--- src/include/pss_regs_map.vh ---
// Constants for the strap, skew, idle and checker register bank.
// Assumes inclusion by bare name from the design file.
`ifndef PSS_REGS_MAP_VH
`define PSS_REGS_MAP_VH

// ****************************************
// Register indices (byte address = 4 x index)
// ****************************************
`define PSS_IDX_W            7
`define PSS_IDX_MSB          8
`define PSS_IDX_LSB          2
`define PSS_IDX_CHK_MODE     7'h16
`define PSS_IDX_IDLE_CFG     7'h53
`define PSS_IDX_SKEW         7'h55
`define PSS_IDX_STRAP1       7'h6e
`define PSS_IDX_STRAP2       7'h6f
`define PSS_IDX_BYTE_TOTAL   7'h71
`define PSS_IDX_CHK_CTRL     7'h72

// ****************************************
// Field positions and reset values
// ****************************************
`define PSS_IDLE_THR_RST     4'h5
`define PSS_IDLE_CFG_UPPER   12'h205
`define PSS_CHK_LOCK_BIT     0
`define PSS_CHK_CLEAR_BIT    1
`define PSS_CHK_MODE_BIT     0
`define PSS_CHK_MODE_RST     1'h0
`define PSS_BYTE_TOTAL_RST   16'h0000
`define PSS_BYTE_TOTAL_MAX   16'hffff
`define PSS_RUN_MAX          4'hf
`define PSS_STRAP_W          21

// ****************************************
// Held strap word slots
// ****************************************
`define PSS_HS_RX_LSB        0
`define PSS_HS_RX_MSB        2
`define PSS_HS_TX_LSB        3
`define PSS_HS_TX_MSB        5
`define PSS_HS_QUICK_LOSS    6
`define PSS_HS_ADDR_LSB      7
`define PSS_HS_ADDR_MSB      10
`define PSS_HS_ANEG_SEL      11
`define PSS_HS_ANEG_OFF      12
`define PSS_HS_HALF_DUP      13
`define PSS_HS_FORCED_X      14
`define PSS_HS_AUTO_X_OFF    15
`define PSS_HS_SGMII_ON      16
`define PSS_HS_RGMII_OFF     17
`define PSS_HS_CLK_OFF       18
`define PSS_HS_DOWNSHIFT     19
`define PSS_HS_MIRROR        20

`endif

--- src/hw/pss_regs.v ---
// Management register bank of the transceiver: idle detector threshold,
// receive lane skew status, strap mirrors and checker byte total.
// Assumes an Avalon-MM master on the same clock; strap pins are
// asynchronous, all other inputs come from logic on this clock.
// Strap pins must stand still for two clocks before reset is released;
// the captured straps then hold until the next reset.
// Writes take effect through byte lane 0 only.
//
// Operation
// - idle declared after threshold consecutive idle symbols; threshold bits 3:0, reset 0x5
// - lane A alignment cycles read-only in bits 3:0, zero after reset
// - lane B alignment cycles read-only in bits 7:4, zero after reset
// - strap bit 15 mirroring on, bit 14 downshift on, read-only
// - bit 13 clock output off, bit 12 RGMII off, bit 11 SGMII on
// - bit 10 auto crossover off, bit 9 forced MDIX 1 / MDI 0
// - bit 8 half duplex strap, bit 7 auto-negotiation off
// - bit 5 auto-negotiation select strap; bits 6 and 4 read zero
// - bits 3:0 show strapped management address
// - second strap register bit 10 shows fast link drop strap
// - second strap register bits 6:4 show transmit delay strap
// - bits 2:0 show receive delay strap; bit 3 reads zero
// - checker keeps 16-bit received byte total, reset 0x0000
// - readable total captured and held on write of control bit 0 or 1
// - with wrap mode zero the byte total saturates at 0xffff
// - control bit 0 locks counters; bit 1 locks and clears them
//
// The Avalon-MM interface to the registers was left to the implementer.
`timescale 1ns/1ps
`include "pss_regs_map.vh"

module pss_regs
#(
  parameter SKEW_W = 4,
  parameter THR_W  = 4,
  parameter CNT_W  = 16
)
(
  // Clock and reset
  input  wire        clock,
  input  wire        rst,
  // Avalon-MM slave
  input  wire [8:0]  address,
  input  wire        read,
  input  wire        write,
  input  wire [3:0]  byteenable,
  input  wire [31:0] writedata,
  output reg  [31:0] readdata,
  output wire        waitrequest,
  // Idle detector symbol stream
  input  wire        symValid,
  input  wire        symIsIdle,
  output reg         idleMode,
  // Lane alignment from the receive path
  input  wire [3:0]  rxLaneAAlignCycles,
  input  wire [3:0]  rxLaneBAlignCycles,
  // Checker byte strobe
  input  wire        checkerByteValid,
  // Strap pins (asynchronous)
  input  wire        pinMirrorOn,
  input  wire        pinDownshiftOn,
  input  wire        pinClockOutputOff,
  input  wire        pinReducedGmiiOff,
  input  wire        pinSgmiiOn,
  input  wire        pinAutoCrossoverOff,
  input  wire        pinForcedCrossoverSel,
  input  wire        pinHalfDuplexOn,
  input  wire        pinAutonegOff,
  input  wire        pinAutonegSelect,
  input  wire [3:0]  pinMgmtAddress,
  input  wire        pinQuickLinkLossOn,
  input  wire [2:0]  pinTxDelayStrap,
  input  wire [2:0]  pinRxDelayStrap
);

  // ****************************************
  // Declarations
  // ****************************************
  reg                   ack_r;
  reg [THR_W-1:0]       idleRunThreshold_r;
  reg [THR_W-1:0]       runCnt_r;
  reg [THR_W-1:0]       runCnt_nxt;
  reg [SKEW_W-1:0]      laneASkew_r;
  reg [SKEW_W-1:0]      laneBSkew_r;
  reg [`PSS_STRAP_W-1:0] strapMeta_r;
  reg [`PSS_STRAP_W-1:0] strapSync_r;
  reg [`PSS_STRAP_W-1:0] strapHeld_r;
  reg                   strapCaught_r;
  reg                   checkerCountWrapMode_r;
  reg [CNT_W-1:0]       checkerByteTotal_r;
  reg [CNT_W-1:0]       checkerByteTotal_nxt;
  reg [CNT_W-1:0]       heldByteTotal_r;
  reg [15:0]            regRead;
  wire [`PSS_IDX_W-1:0] regIdx;
  wire                  wrFire;
  wire                  lowByteWr;
  wire                  lockReq;
  wire                  clearReq;
  wire [`PSS_STRAP_W-1:0] strapPins;
  wire [15:0]           strap1Val;
  wire [15:0]           strap2Val;
  wire                  idleCfgWr;
  wire                  chkModeWr;
  wire                  chkCtrlWr;

  // Held strap fields by name
  wire                  heldMirrorOn;
  wire                  heldDownshiftOn;
  wire                  heldClockOutputOff;
  wire                  heldReducedGmiiOff;
  wire                  heldSgmiiOn;
  wire                  heldAutoCrossoverOff;
  wire                  heldForcedCrossoverSel;
  wire                  heldHalfDuplexOn;
  wire                  heldAutonegOff;
  wire                  heldAutonegSelect;
  wire [3:0]            heldMgmtAddress;
  wire                  heldQuickLinkLossOn;
  wire [2:0]            heldTxDelay;
  wire [2:0]            heldRxDelay;

  // ****************************************
  // Bus handshake
  // ****************************************
  // Every access takes one wait cycle; write data lands on the edge at which
  // waitrequest is seen low; read data is registered one edge earlier
  assign regIdx      = address[`PSS_IDX_MSB:`PSS_IDX_LSB];
  assign waitrequest = (read | write) & ~ack_r;
  assign wrFire      = write & ack_r;
  assign lowByteWr   = wrFire & byteenable[0];

  // Register write strobes, taken from byte lane 0 only
  assign idleCfgWr   = lowByteWr && regIdx == `PSS_IDX_IDLE_CFG;
  assign chkModeWr   = lowByteWr && regIdx == `PSS_IDX_CHK_MODE;
  assign chkCtrlWr   = lowByteWr && regIdx == `PSS_IDX_CHK_CTRL;

  // Acknowledge toggles for one cycle per request
  always @(posedge clock)
  begin
    if (rst)
      ack_r <= 1'b0;
    else
      ack_r <= (read | write) & ~ack_r;
  end

  // ****************************************
  // Idle threshold and idle run detector
  // ****************************************
  // Writable threshold; upper bits are fixed and ignore writes
  always @(posedge clock)
  begin
    if (rst)
      idleRunThreshold_r <= `PSS_IDLE_THR_RST;
    else if (idleCfgWr)
      idleRunThreshold_r <= writedata[THR_W-1:0];
  end

  // Run length of consecutive idle symbols, saturating
  always @*
  begin
    runCnt_nxt = runCnt_r;
    if (symValid)
    begin
      if (!symIsIdle)
        runCnt_nxt = {THR_W{1'b0}};
      else if (runCnt_r != `PSS_RUN_MAX)
        runCnt_nxt = runCnt_r + 1'b1;
    end
  end

  // Idle mode is set while the run is at or above the threshold; a busy symbol clears it
  always @(posedge clock)
  begin
    if (rst)
    begin
      runCnt_r <= {THR_W{1'b0}};
      idleMode <= 1'b0;
    end
    else
    begin
      runCnt_r <= runCnt_nxt;
      if (symValid)
        idleMode <= symIsIdle && (runCnt_nxt >= idleRunThreshold_r);
    end
  end

  // ****************************************
  // Lane skew status
  // ****************************************
  // Snapshot of alignment cycles for readback
  always @(posedge clock)
  begin
    if (rst)
    begin
      laneASkew_r <= {SKEW_W{1'b0}};
      laneBSkew_r <= {SKEW_W{1'b0}};
    end
    else
    begin
      laneASkew_r <= rxLaneAAlignCycles;
      laneBSkew_r <= rxLaneBAlignCycles;
    end
  end

  // ****************************************
  // Strap capture
  // ****************************************
  // Pin word, one slot per strap field
  assign strapPins = {pinMirrorOn, pinDownshiftOn, pinClockOutputOff,
                      pinReducedGmiiOff, pinSgmiiOn, pinAutoCrossoverOff,
                      pinForcedCrossoverSel, pinHalfDuplexOn, pinAutonegOff,
                      pinAutonegSelect, pinMgmtAddress, pinQuickLinkLossOn,
                      pinTxDelayStrap, pinRxDelayStrap};

  // Two-stage synchroniser for the asynchronous strap pins
  always @(posedge clock)
  begin
    strapMeta_r <= strapPins;
    strapSync_r <= strapMeta_r;
  end

  // Latch the straps once, on the first edge after reset release
  always @(posedge clock)
  begin
    if (rst)
    begin
      strapCaught_r <= 1'b0;
      strapHeld_r   <= {`PSS_STRAP_W{1'b0}};
    end
    else if (!strapCaught_r)
    begin
      strapCaught_r <= 1'b1;
      strapHeld_r   <= strapSync_r;
    end
  end

  // ****************************************
  // Held strap fields
  // ****************************************
  // Named slices of the held strap word
  assign heldMirrorOn           = strapHeld_r[`PSS_HS_MIRROR];
  assign heldDownshiftOn        = strapHeld_r[`PSS_HS_DOWNSHIFT];
  assign heldClockOutputOff     = strapHeld_r[`PSS_HS_CLK_OFF];
  assign heldReducedGmiiOff     = strapHeld_r[`PSS_HS_RGMII_OFF];
  assign heldSgmiiOn            = strapHeld_r[`PSS_HS_SGMII_ON];
  assign heldAutoCrossoverOff   = strapHeld_r[`PSS_HS_AUTO_X_OFF];
  assign heldForcedCrossoverSel = strapHeld_r[`PSS_HS_FORCED_X];
  assign heldHalfDuplexOn       = strapHeld_r[`PSS_HS_HALF_DUP];
  assign heldAutonegOff         = strapHeld_r[`PSS_HS_ANEG_OFF];
  assign heldAutonegSelect      = strapHeld_r[`PSS_HS_ANEG_SEL];
  assign heldMgmtAddress        = strapHeld_r[`PSS_HS_ADDR_MSB:`PSS_HS_ADDR_LSB];
  assign heldQuickLinkLossOn    = strapHeld_r[`PSS_HS_QUICK_LOSS];
  assign heldTxDelay            = strapHeld_r[`PSS_HS_TX_MSB:`PSS_HS_TX_LSB];
  assign heldRxDelay            = strapHeld_r[`PSS_HS_RX_MSB:`PSS_HS_RX_LSB];

  // Primary strap layout with reserved bits 6 and 4 at zero
  assign strap1Val = {heldMirrorOn, heldDownshiftOn, heldClockOutputOff, heldReducedGmiiOff,
                      heldSgmiiOn, heldAutoCrossoverOff, heldForcedCrossoverSel, heldHalfDuplexOn,
                      heldAutonegOff,
                      1'b0,
                      heldAutonegSelect,
                      1'b0,
                      heldMgmtAddress};

  // Secondary strap layout; all reserved bits read zero
  assign strap2Val = {5'h00,
                      heldQuickLinkLossOn,
                      3'h0,
                      heldTxDelay,
                      1'b0,
                      heldRxDelay};

  // ****************************************
  // Checker byte total
  // ****************************************
  assign lockReq  = chkCtrlWr &&
                    (writedata[`PSS_CHK_LOCK_BIT] | writedata[`PSS_CHK_CLEAR_BIT]);
  assign clearReq = chkCtrlWr && writedata[`PSS_CHK_CLEAR_BIT];

  // Count mode selects saturate (0) or wrap (1)
  always @(posedge clock)
  begin
    if (rst)
      checkerCountWrapMode_r <= `PSS_CHK_MODE_RST;
    else if (chkModeWr)
      checkerCountWrapMode_r <= writedata[`PSS_CHK_MODE_BIT];
  end

  // Live total; a byte arriving with a clear is counted after the clear
  always @*
  begin
    checkerByteTotal_nxt = checkerByteTotal_r;
    if (clearReq)
      checkerByteTotal_nxt = {CNT_W{1'b0}};
    if (checkerByteValid)
    begin
      if (checkerCountWrapMode_r || checkerByteTotal_nxt != `PSS_BYTE_TOTAL_MAX)
        checkerByteTotal_nxt = checkerByteTotal_nxt + 1'b1;
    end
  end

  // Readable copy only changes on lock
  always @(posedge clock)
  begin
    if (rst)
    begin
      checkerByteTotal_r <= `PSS_BYTE_TOTAL_RST;
      heldByteTotal_r    <= `PSS_BYTE_TOTAL_RST;
    end
    else
    begin
      checkerByteTotal_r <= checkerByteTotal_nxt;
      if (lockReq)
        heldByteTotal_r <= checkerByteTotal_r;
    end
  end

  // ****************************************
  // Read path
  // ****************************************
  // Register select; unmapped addresses read zero
  always @*
  begin
    regRead = 16'h0000;
    case (regIdx)
      `PSS_IDX_IDLE_CFG:   regRead = {`PSS_IDLE_CFG_UPPER, idleRunThreshold_r};
      `PSS_IDX_SKEW:       regRead = {8'h00, laneBSkew_r, laneASkew_r};
      `PSS_IDX_STRAP1:     regRead = strap1Val;
      `PSS_IDX_STRAP2:     regRead = strap2Val;
      `PSS_IDX_BYTE_TOTAL: regRead = heldByteTotal_r;
      `PSS_IDX_CHK_MODE:   regRead = {15'h0000, checkerCountWrapMode_r};
      default:             regRead = 16'h0000;
    endcase
  end

  // Read data registered on the wait cycle, stands on the answer edge
  always @(posedge clock)
  begin
    if (rst)
      readdata <= 32'h00000000;
    else if (read && !ack_r)
      readdata <= {16'h0000, regRead};
  end

endmodule

--- config.mk ---
export PLATFORM = sky130hd
export DESIGN_NAME = pss_regs
export DESIGN_NICKNAME = d
export VERILOG_FILES = /design/src/hw/pss_regs.v
export VERILOG_INCLUDE_DIRS = /design/src /design/src/include
export SDC_FILE = /design/constraint.sdc
export NUM_CORES = 1
export LEC_CHECK = 0
export ABC_AREA = 1
export ABC_CLOCK_PERIOD_IN_PS = 5000
export CAP_MARGIN = 10
export CORE_UTILIZATION = 50
export DETAILED_ROUTE_END_ITERATION = 10
export DONT_BUFFER_PORTS = 1
export PLACE_DENSITY = 0.64
export SKIP_CTS_REPAIR_TIMING = 1
export SYNTH_ARGS = -nofsm -noshare
export SYNTH_HDL_FRONTEND = slang
export SYNTH_SLANG_ARGS = --single-unit
--- constraint.sdc ---
create_clock -name clock -period 5 [get_ports clock]
set_input_delay 0.5 -clock clock [delete_from_list [all_inputs] [get_ports clock]]
set_output_delay 0.5 -clock clock [all_outputs]
set_load 0.02 [all_outputs]
==> Word-level counts from Yosys, hierarchy flattened <==
Index checks and enable logic that the tools add are counted.
{ "op_classes": {"n_reduce_logical": 9, "add_sub_neg": 2, "n_eq_ne": 9, "muxes": 8, "bitwise": 6, "n_lt_le_gt_ge": 1} }
{ "op_table": {"columns": ["op", "n"], "rows": [
  ["$pmux 16 s6", 1],
  ["$mux 16", 3],
  ["$eq 7x7->1 const B", 6],
  ["$add 16x1->16 const B", 1],
  ["$ne 16x16->1 const B", 1],
  ["$mux 4", 3],
  ["$eq 7x5->1 const B", 1],
  ["$logic_and 1x1->1", 7],
  ["$add 4x1->4 const B", 1],
  ["$ge 4x4->1", 1],
  ["$ne 4x4->1 const B", 1],
  ["$and 1x1->1", 3],
  ["$or 1x1->1", 2],
  ["$logic_not 1->1", 1],
  ["$logic_or 1x1->1", 1],
  ["$mux 1", 1],
  ["$not 1->1", 1]
]} }
{ "word_totals": {"in_bits": 81, "wordCells": 49, "output_inout_bits": 34, "ff_bits": 131} }

==> Longest topological paths before layout <==
{ "depth": {"word_depth": 9, "ltp_mapped": 19, "depth_no_buf": 16} }

==> Worst setup path before layout <==
Ideal clock, no wire load.
{ "synth_timing": {"kind": "input-to-reg", "from": "input write", "to": "register checkerByteTotal_r[12]", "stages": 17, "setup_ps": 115, "setup_slack_ps": 2443, "t_required_ps": 4885, "t_arrival_ps": 2442, "n_path_buf": 3, "path_cell_list": "nand3_1 -> nor2_4 -> nand3_4 -> buf_6 -> buf_6 -> buf_2 -> nand2_1 -> inv_1 -> ha_1 -> nand2_1 -> nand3b_2 -> nor2_4 -> nand3_2 -> nor2_4 -> nor2_4 -> a21oi_1 -> nor2_1"} }
{ "synth_via": {"elab_chain_cells": 9, "word_cells_on_any_way": 10, "cone_classes": "1 x add/sub; 1 x eq/ne; 3 x mux; 2 x bitwise; 3 x reduce/logical"} }
{ "synth_rtl": {"columns": ["element", "line_no", "text"], "rows": [
  ["start: declaration", "pss_regs.v:44", "input wire write,"],
  ["$and 1x1->1 *", "pss_regs.v:128", "assign wrFire = write & ack_r;"],
  ["$and 1x1->1 *", "pss_regs.v:129", "assign lowByteWr = wrFire & byteenable[0];"],
  ["$logic_and 1x1->1 (no line) *", null, null],
  ["$logic_and 1x1->1 *", "pss_regs.v:277", "assign clearReq = chkCtrlWr && writedata[`PSS_CHK_CLEAR_BIT];"],
  ["$mux 16 *", "pss_regs.v:292", "if (clearReq)"],
  ["branches (longest 3 deep; another with $add 16x1->16)", null, null],
  ["$mux 16 *", "pss_regs.v:294", "if (checkerByteValid)"],
  ["end signal: assignment", "pss_regs.v:306", "checkerByteTotal_r <= `PSS_BYTE_TOTAL_RST;"],
  ["end signal: assignment", "pss_regs.v:311", "checkerByteTotal_r <= checkerByteTotal_nxt;"],
  ["end: declaration", "pss_regs.v:89", "reg [CNT_W-1:0] checkerByteTotal_r;"]
]} }
Mark *: on every way between the ends.
A chain may end at the register's enable or synchronous reset.

==> Worst setup path in the final report <==
{ "layout_timing": {"from": "register ack_r", "to": "register checkerByteTotal_r[9]"} }
{ "layout_via": {"elab_chain_cells": 9, "word_cells_on_any_way": 10, "cone_classes": "1 x add/sub; 1 x eq/ne; 3 x mux; 2 x bitwise; 3 x reduce/logical"} }
{ "layout_rtl": {"columns": ["element", "line_no", "text"], "rows": [
  ["start: declaration", "pss_regs.v:78", "reg ack_r;"],
  ["start signal: assignment", "pss_regs.v:142", "ack_r <= (read | write) & ~ack_r;"],
  ["$and 1x1->1 *", "pss_regs.v:128", null],
  ["$and 1x1->1 *", "pss_regs.v:129", null],
  ["$logic_and 1x1->1 (no line) *", null, null],
  ["$logic_and 1x1->1 *", "pss_regs.v:277", null],
  ["$mux 16 *", "pss_regs.v:292", null],
  ["branches (longest 3 deep; another with $add 16x1->16)", null, null],
  ["$mux 16 *", "pss_regs.v:294", null]
]} }
Marks and branches as above.

==> summary.txt <==
GRT
  – Total Routing Usage GR: 21.61%
  – Global-route wire length before repair: 17390 µm
  – Vias in the first global route: approximately 3700
  – Grt total ovfl: 0
  – Initial antenna violation count: 0
  – Largest net degree at the start of global routing: 59

Layout
  – Most frequent cells in the layout: dfxtp_1, nand2_1, nor2_1
  – Diodes inserted: 0
  – Finished layout cell area: 0.005863 mm²
  – Most common cell after layout, fill and taps aside: dfxtp_1
  – Final core utilization: 59.71%
  – FILL cells: 880
  – Area growth syn-to-layout: 15.65%
  – Nets: 720
  – Layout cells sized above 1: a little under a tenth
  – Non-filler cells, final: 779

Critical path
  – Reg2Reg Capture Point: checkerByteTotal_r[9]$_SDFF_PP0_
  – Worst Reg2Reg Path Length in Cells: 15
  – Flop-to-flop setup slack: 2330 ps
  – Worst setup SP type: flip-flop
  – Worst Setup End Kind: flip-flop
  – RR Startpoint: ack_r$_SDFF_PP0_
  – Crit path DAT: between 3000 and 4000 ps
  – CP Max Fanout: 43
  – CP required: 5410 ps
  – WS Path Type: reg -> reg

Synth
  – Mapped Area: 0.005070 mm²
  – Prevailing post-synth register cell: dfxtp_1
  – Synth area leaders: dfxtp_1, nand2_1, nor2_1
  – Seq/Total Area, Yosys: 51.73%
  – Mapped Cells: 615
  – Top cell type's share of synthesized area: 51.73%
  – Synthesized flop and latch total: 131
  – Number of synthesized flops with an enable pin: 0
  – Async SR Flop Fraction: 0%
  – Post-synthesis cell type count: 43
  – Syn_area_per_cell: 8.244 µm²
  – Area leader, netlist: dfxtp_1
  – Warnings, synthesis: 0

Timing
  – Slew margin rel.: 30.56%
  – Pins over their slew limit: 0
  – Final Cycle Share: between 50% and 60%
  – Slew @ Worst Pin: 1040 ps
  – Setup TNS: 0 ps
  – Setup Skew: 10.05 ps
  – Final min period: 2669 ps
  – Fmax: 374.7 MHz
  – Setup Viol. Count Final: 0
  – RSZ-0062 raised after global routing: false
  – Endpoints failing hold: 0

Floorplanning
  – Initial core utilization: 51.63%
  – Area of the core: between 0.009 and 0.01 mm²
  – Die extent in y: 102.7 µm
  – Die Wd: 102.7 µm
  – # IOs: 115
  – Site Rows: 36
  – Die ar.: 0.01055 mm²

Placed design
  – Dpl hpwl: about 7200 µm
  – Placed cells: slightly above 700
  – GP Congestion: 0.7987
  – Area after DPL: 0.005080 mm²
  – I/O Buffers: 0

Min path
  – Hold crit path type: in -> reg
  – Worst hold path cell count: 1
  – Hold Path Origin: rst
  – WHS Endpoint: readdata[3]$_SDFFE_PP0P_

Run
  – MaxCap Viol Count: 0

Clocking
  – CTS tree: done
  – Worst-path clk slew: roughly 70 ps
  – Clock H-tree levels: 4
  – Clock Sinks: between 100 and 150
  – Worst-Skew Late Latency: 510 ps
  – Root Driver: clkbuf_8
  – Clock Path Buffers: 2
  – CTS buffer count: 17

Routing
  – 1st-iter DRT viols: roughly 190
  – Routed length per placed instance: between 10 and 15 µm
  – Vias per Instance: 5.091
  – DR vias: 3966
  – DR pass1 iterations: 4
  – Detail Route Antenna Nets: 0
  – DRC: 0
  – Routed Wire Length: 11010 µm

Outcome
  – Status: finished, final reports clean

Power
  – Static leakage: 2.369 nW
  – Power Density: 408.0 mW/mm²
  – VDD IR max: 0.3186 mV
## worst max-delay path by stage
stage	end	cells past startpoint	slack, ps	startpoint
floorplan	checkerByteTotal_r[12]$_SDFF_PP0_	17	2440	write
global placement	checkerByteTotal_r[9]$_SDFF_PP0_	15	2280	byteenable[0]
detailed placement	checkerByteTotal_r[9]$_SDFF_PP0_	15	2200	byteenable[0]
CTS	checkerByteTotal_r[9]$_SDFF_PP0_	15	2310	ack_r$_SDFF_PP0_
global route	checkerByteTotal_r[9]$_SDFF_PP0_	15	2030	ack_r$_SDFF_PP0_
finish	checkerByteTotal_r[9]$_SDFF_PP0_	15	2330	ack_r$_SDFF_PP0_
## cell type report
| cell class | count | area (µm²) | area share, % |
|---|---|---|---|
| multi-input cells | 401 | 2054 | 35.04 |
| repair buffers | 23 | 225.2 | 3.841 |
| inverters | 59 | 221.5 | 3.777 |
| clock inverters | 15 | 158.9 | 2.710 |
| well taps | 133 | 166.4 | 2.838 |
| flip-flops and latches | 131 | 2623 | 44.73 |
| clock buffers | 17 | 414.1 | 7.064 |
## power breakdown
group          internal (mW)  switching, mW  leakage [nW]  total [mW]
Clock                  0.682          0.505         0.274        1.19
Combinational         0.0374         0.0641          1.01       0.102
Sequential              1.08         0.0204          1.08        1.10
Total                   1.80          0.589          2.37        2.39
## worst max-delay path, cell delays in order, from the launching register on
cell and delay [ps]:
dfxtp_1 370, nand3_1 190, nor2_4 170, nand3_4 390
nand2_1 210, inv_1 80, ha_1 210, nand2_1 70
nand3b_2 170, nor2_4 80, nand3_2 110, nor2_4 70
nor2_4 190, nand2_1 100, nor2_1 90, nor2_1 50
## cell usage after synthesis, drive strengths merged, types with 2 or more instances
cell type  count
dfxtp        131
nand2         96
nor2          88
o21ai         61
a21oi         57
inv           57
nand3         33
buf           23
clkbuf        16
ha             6
a22o           5
xnor2          5
nand3b         4
nor3           4
o211ai         4
nand4          3
o2111ai        3
xor2           3
a221oi         2
and2           2
clkinv         2
or2            2
## cells by family after synthesis
kind of cell	after synthesis	synth area share [%]
flip-flops	131	51.73
buffers and inverters	98	8.860
AO/OA/AOI/OAI	138	14.91
AND/OR/NAND/NOR	233	21.57
adder cells (fa/ha/maj)	6	1.481
other	1	0.07397
XOR/XNOR	8	1.382
## per-stage QoR
| step | total power, mW | hold WS (ps) | setup WS (ps) |
|---|---|---|---|
| after CTS | 2.393 | -10.19 | 2306 |
| after global routing | 2.478 | 31.21 | 2030 |
| final | 2.392 | 53.54 | 2331 |
| after floorplan | 1.205 | 309.6 | 2443 |
| after global placement | 1.209 | 311.0 | 2281 |
| after detailed placement | 1.214 | 312.1 | 2203 |
## registers in the layout, indices dropped and copies added, names as in the netlist
signal / count
strapMeta_r: 21
strapHeld_r: 21
ack_r: 1
idleMode: 1
laneBSkew_r: 4
strapSync_r: 21
laneASkew_r: 4
checkerCountWrapMode_r: 1
idleRunThreshold_r: 4
checkerByteTotal_r: 16
runCnt_r: 4
heldByteTotal_r: 16
strapCaught_r: 1
readdata: 16
## per-layer routing
layer / track usage [%] / up-vias / wire length, µm / share of wire, %
met2: 36.05 / 97 / 5407 / 49
met4: 6.264 / 0 / 39 / 0.35
met5: 0 / - / 0 / 0
li1: - / 2015 / - / -
met1: 27.43 / 1850 / 5066 / 46
met3: 5.763 / 4 / 500 / 4.5
Power figures use the tool's default switching activity.
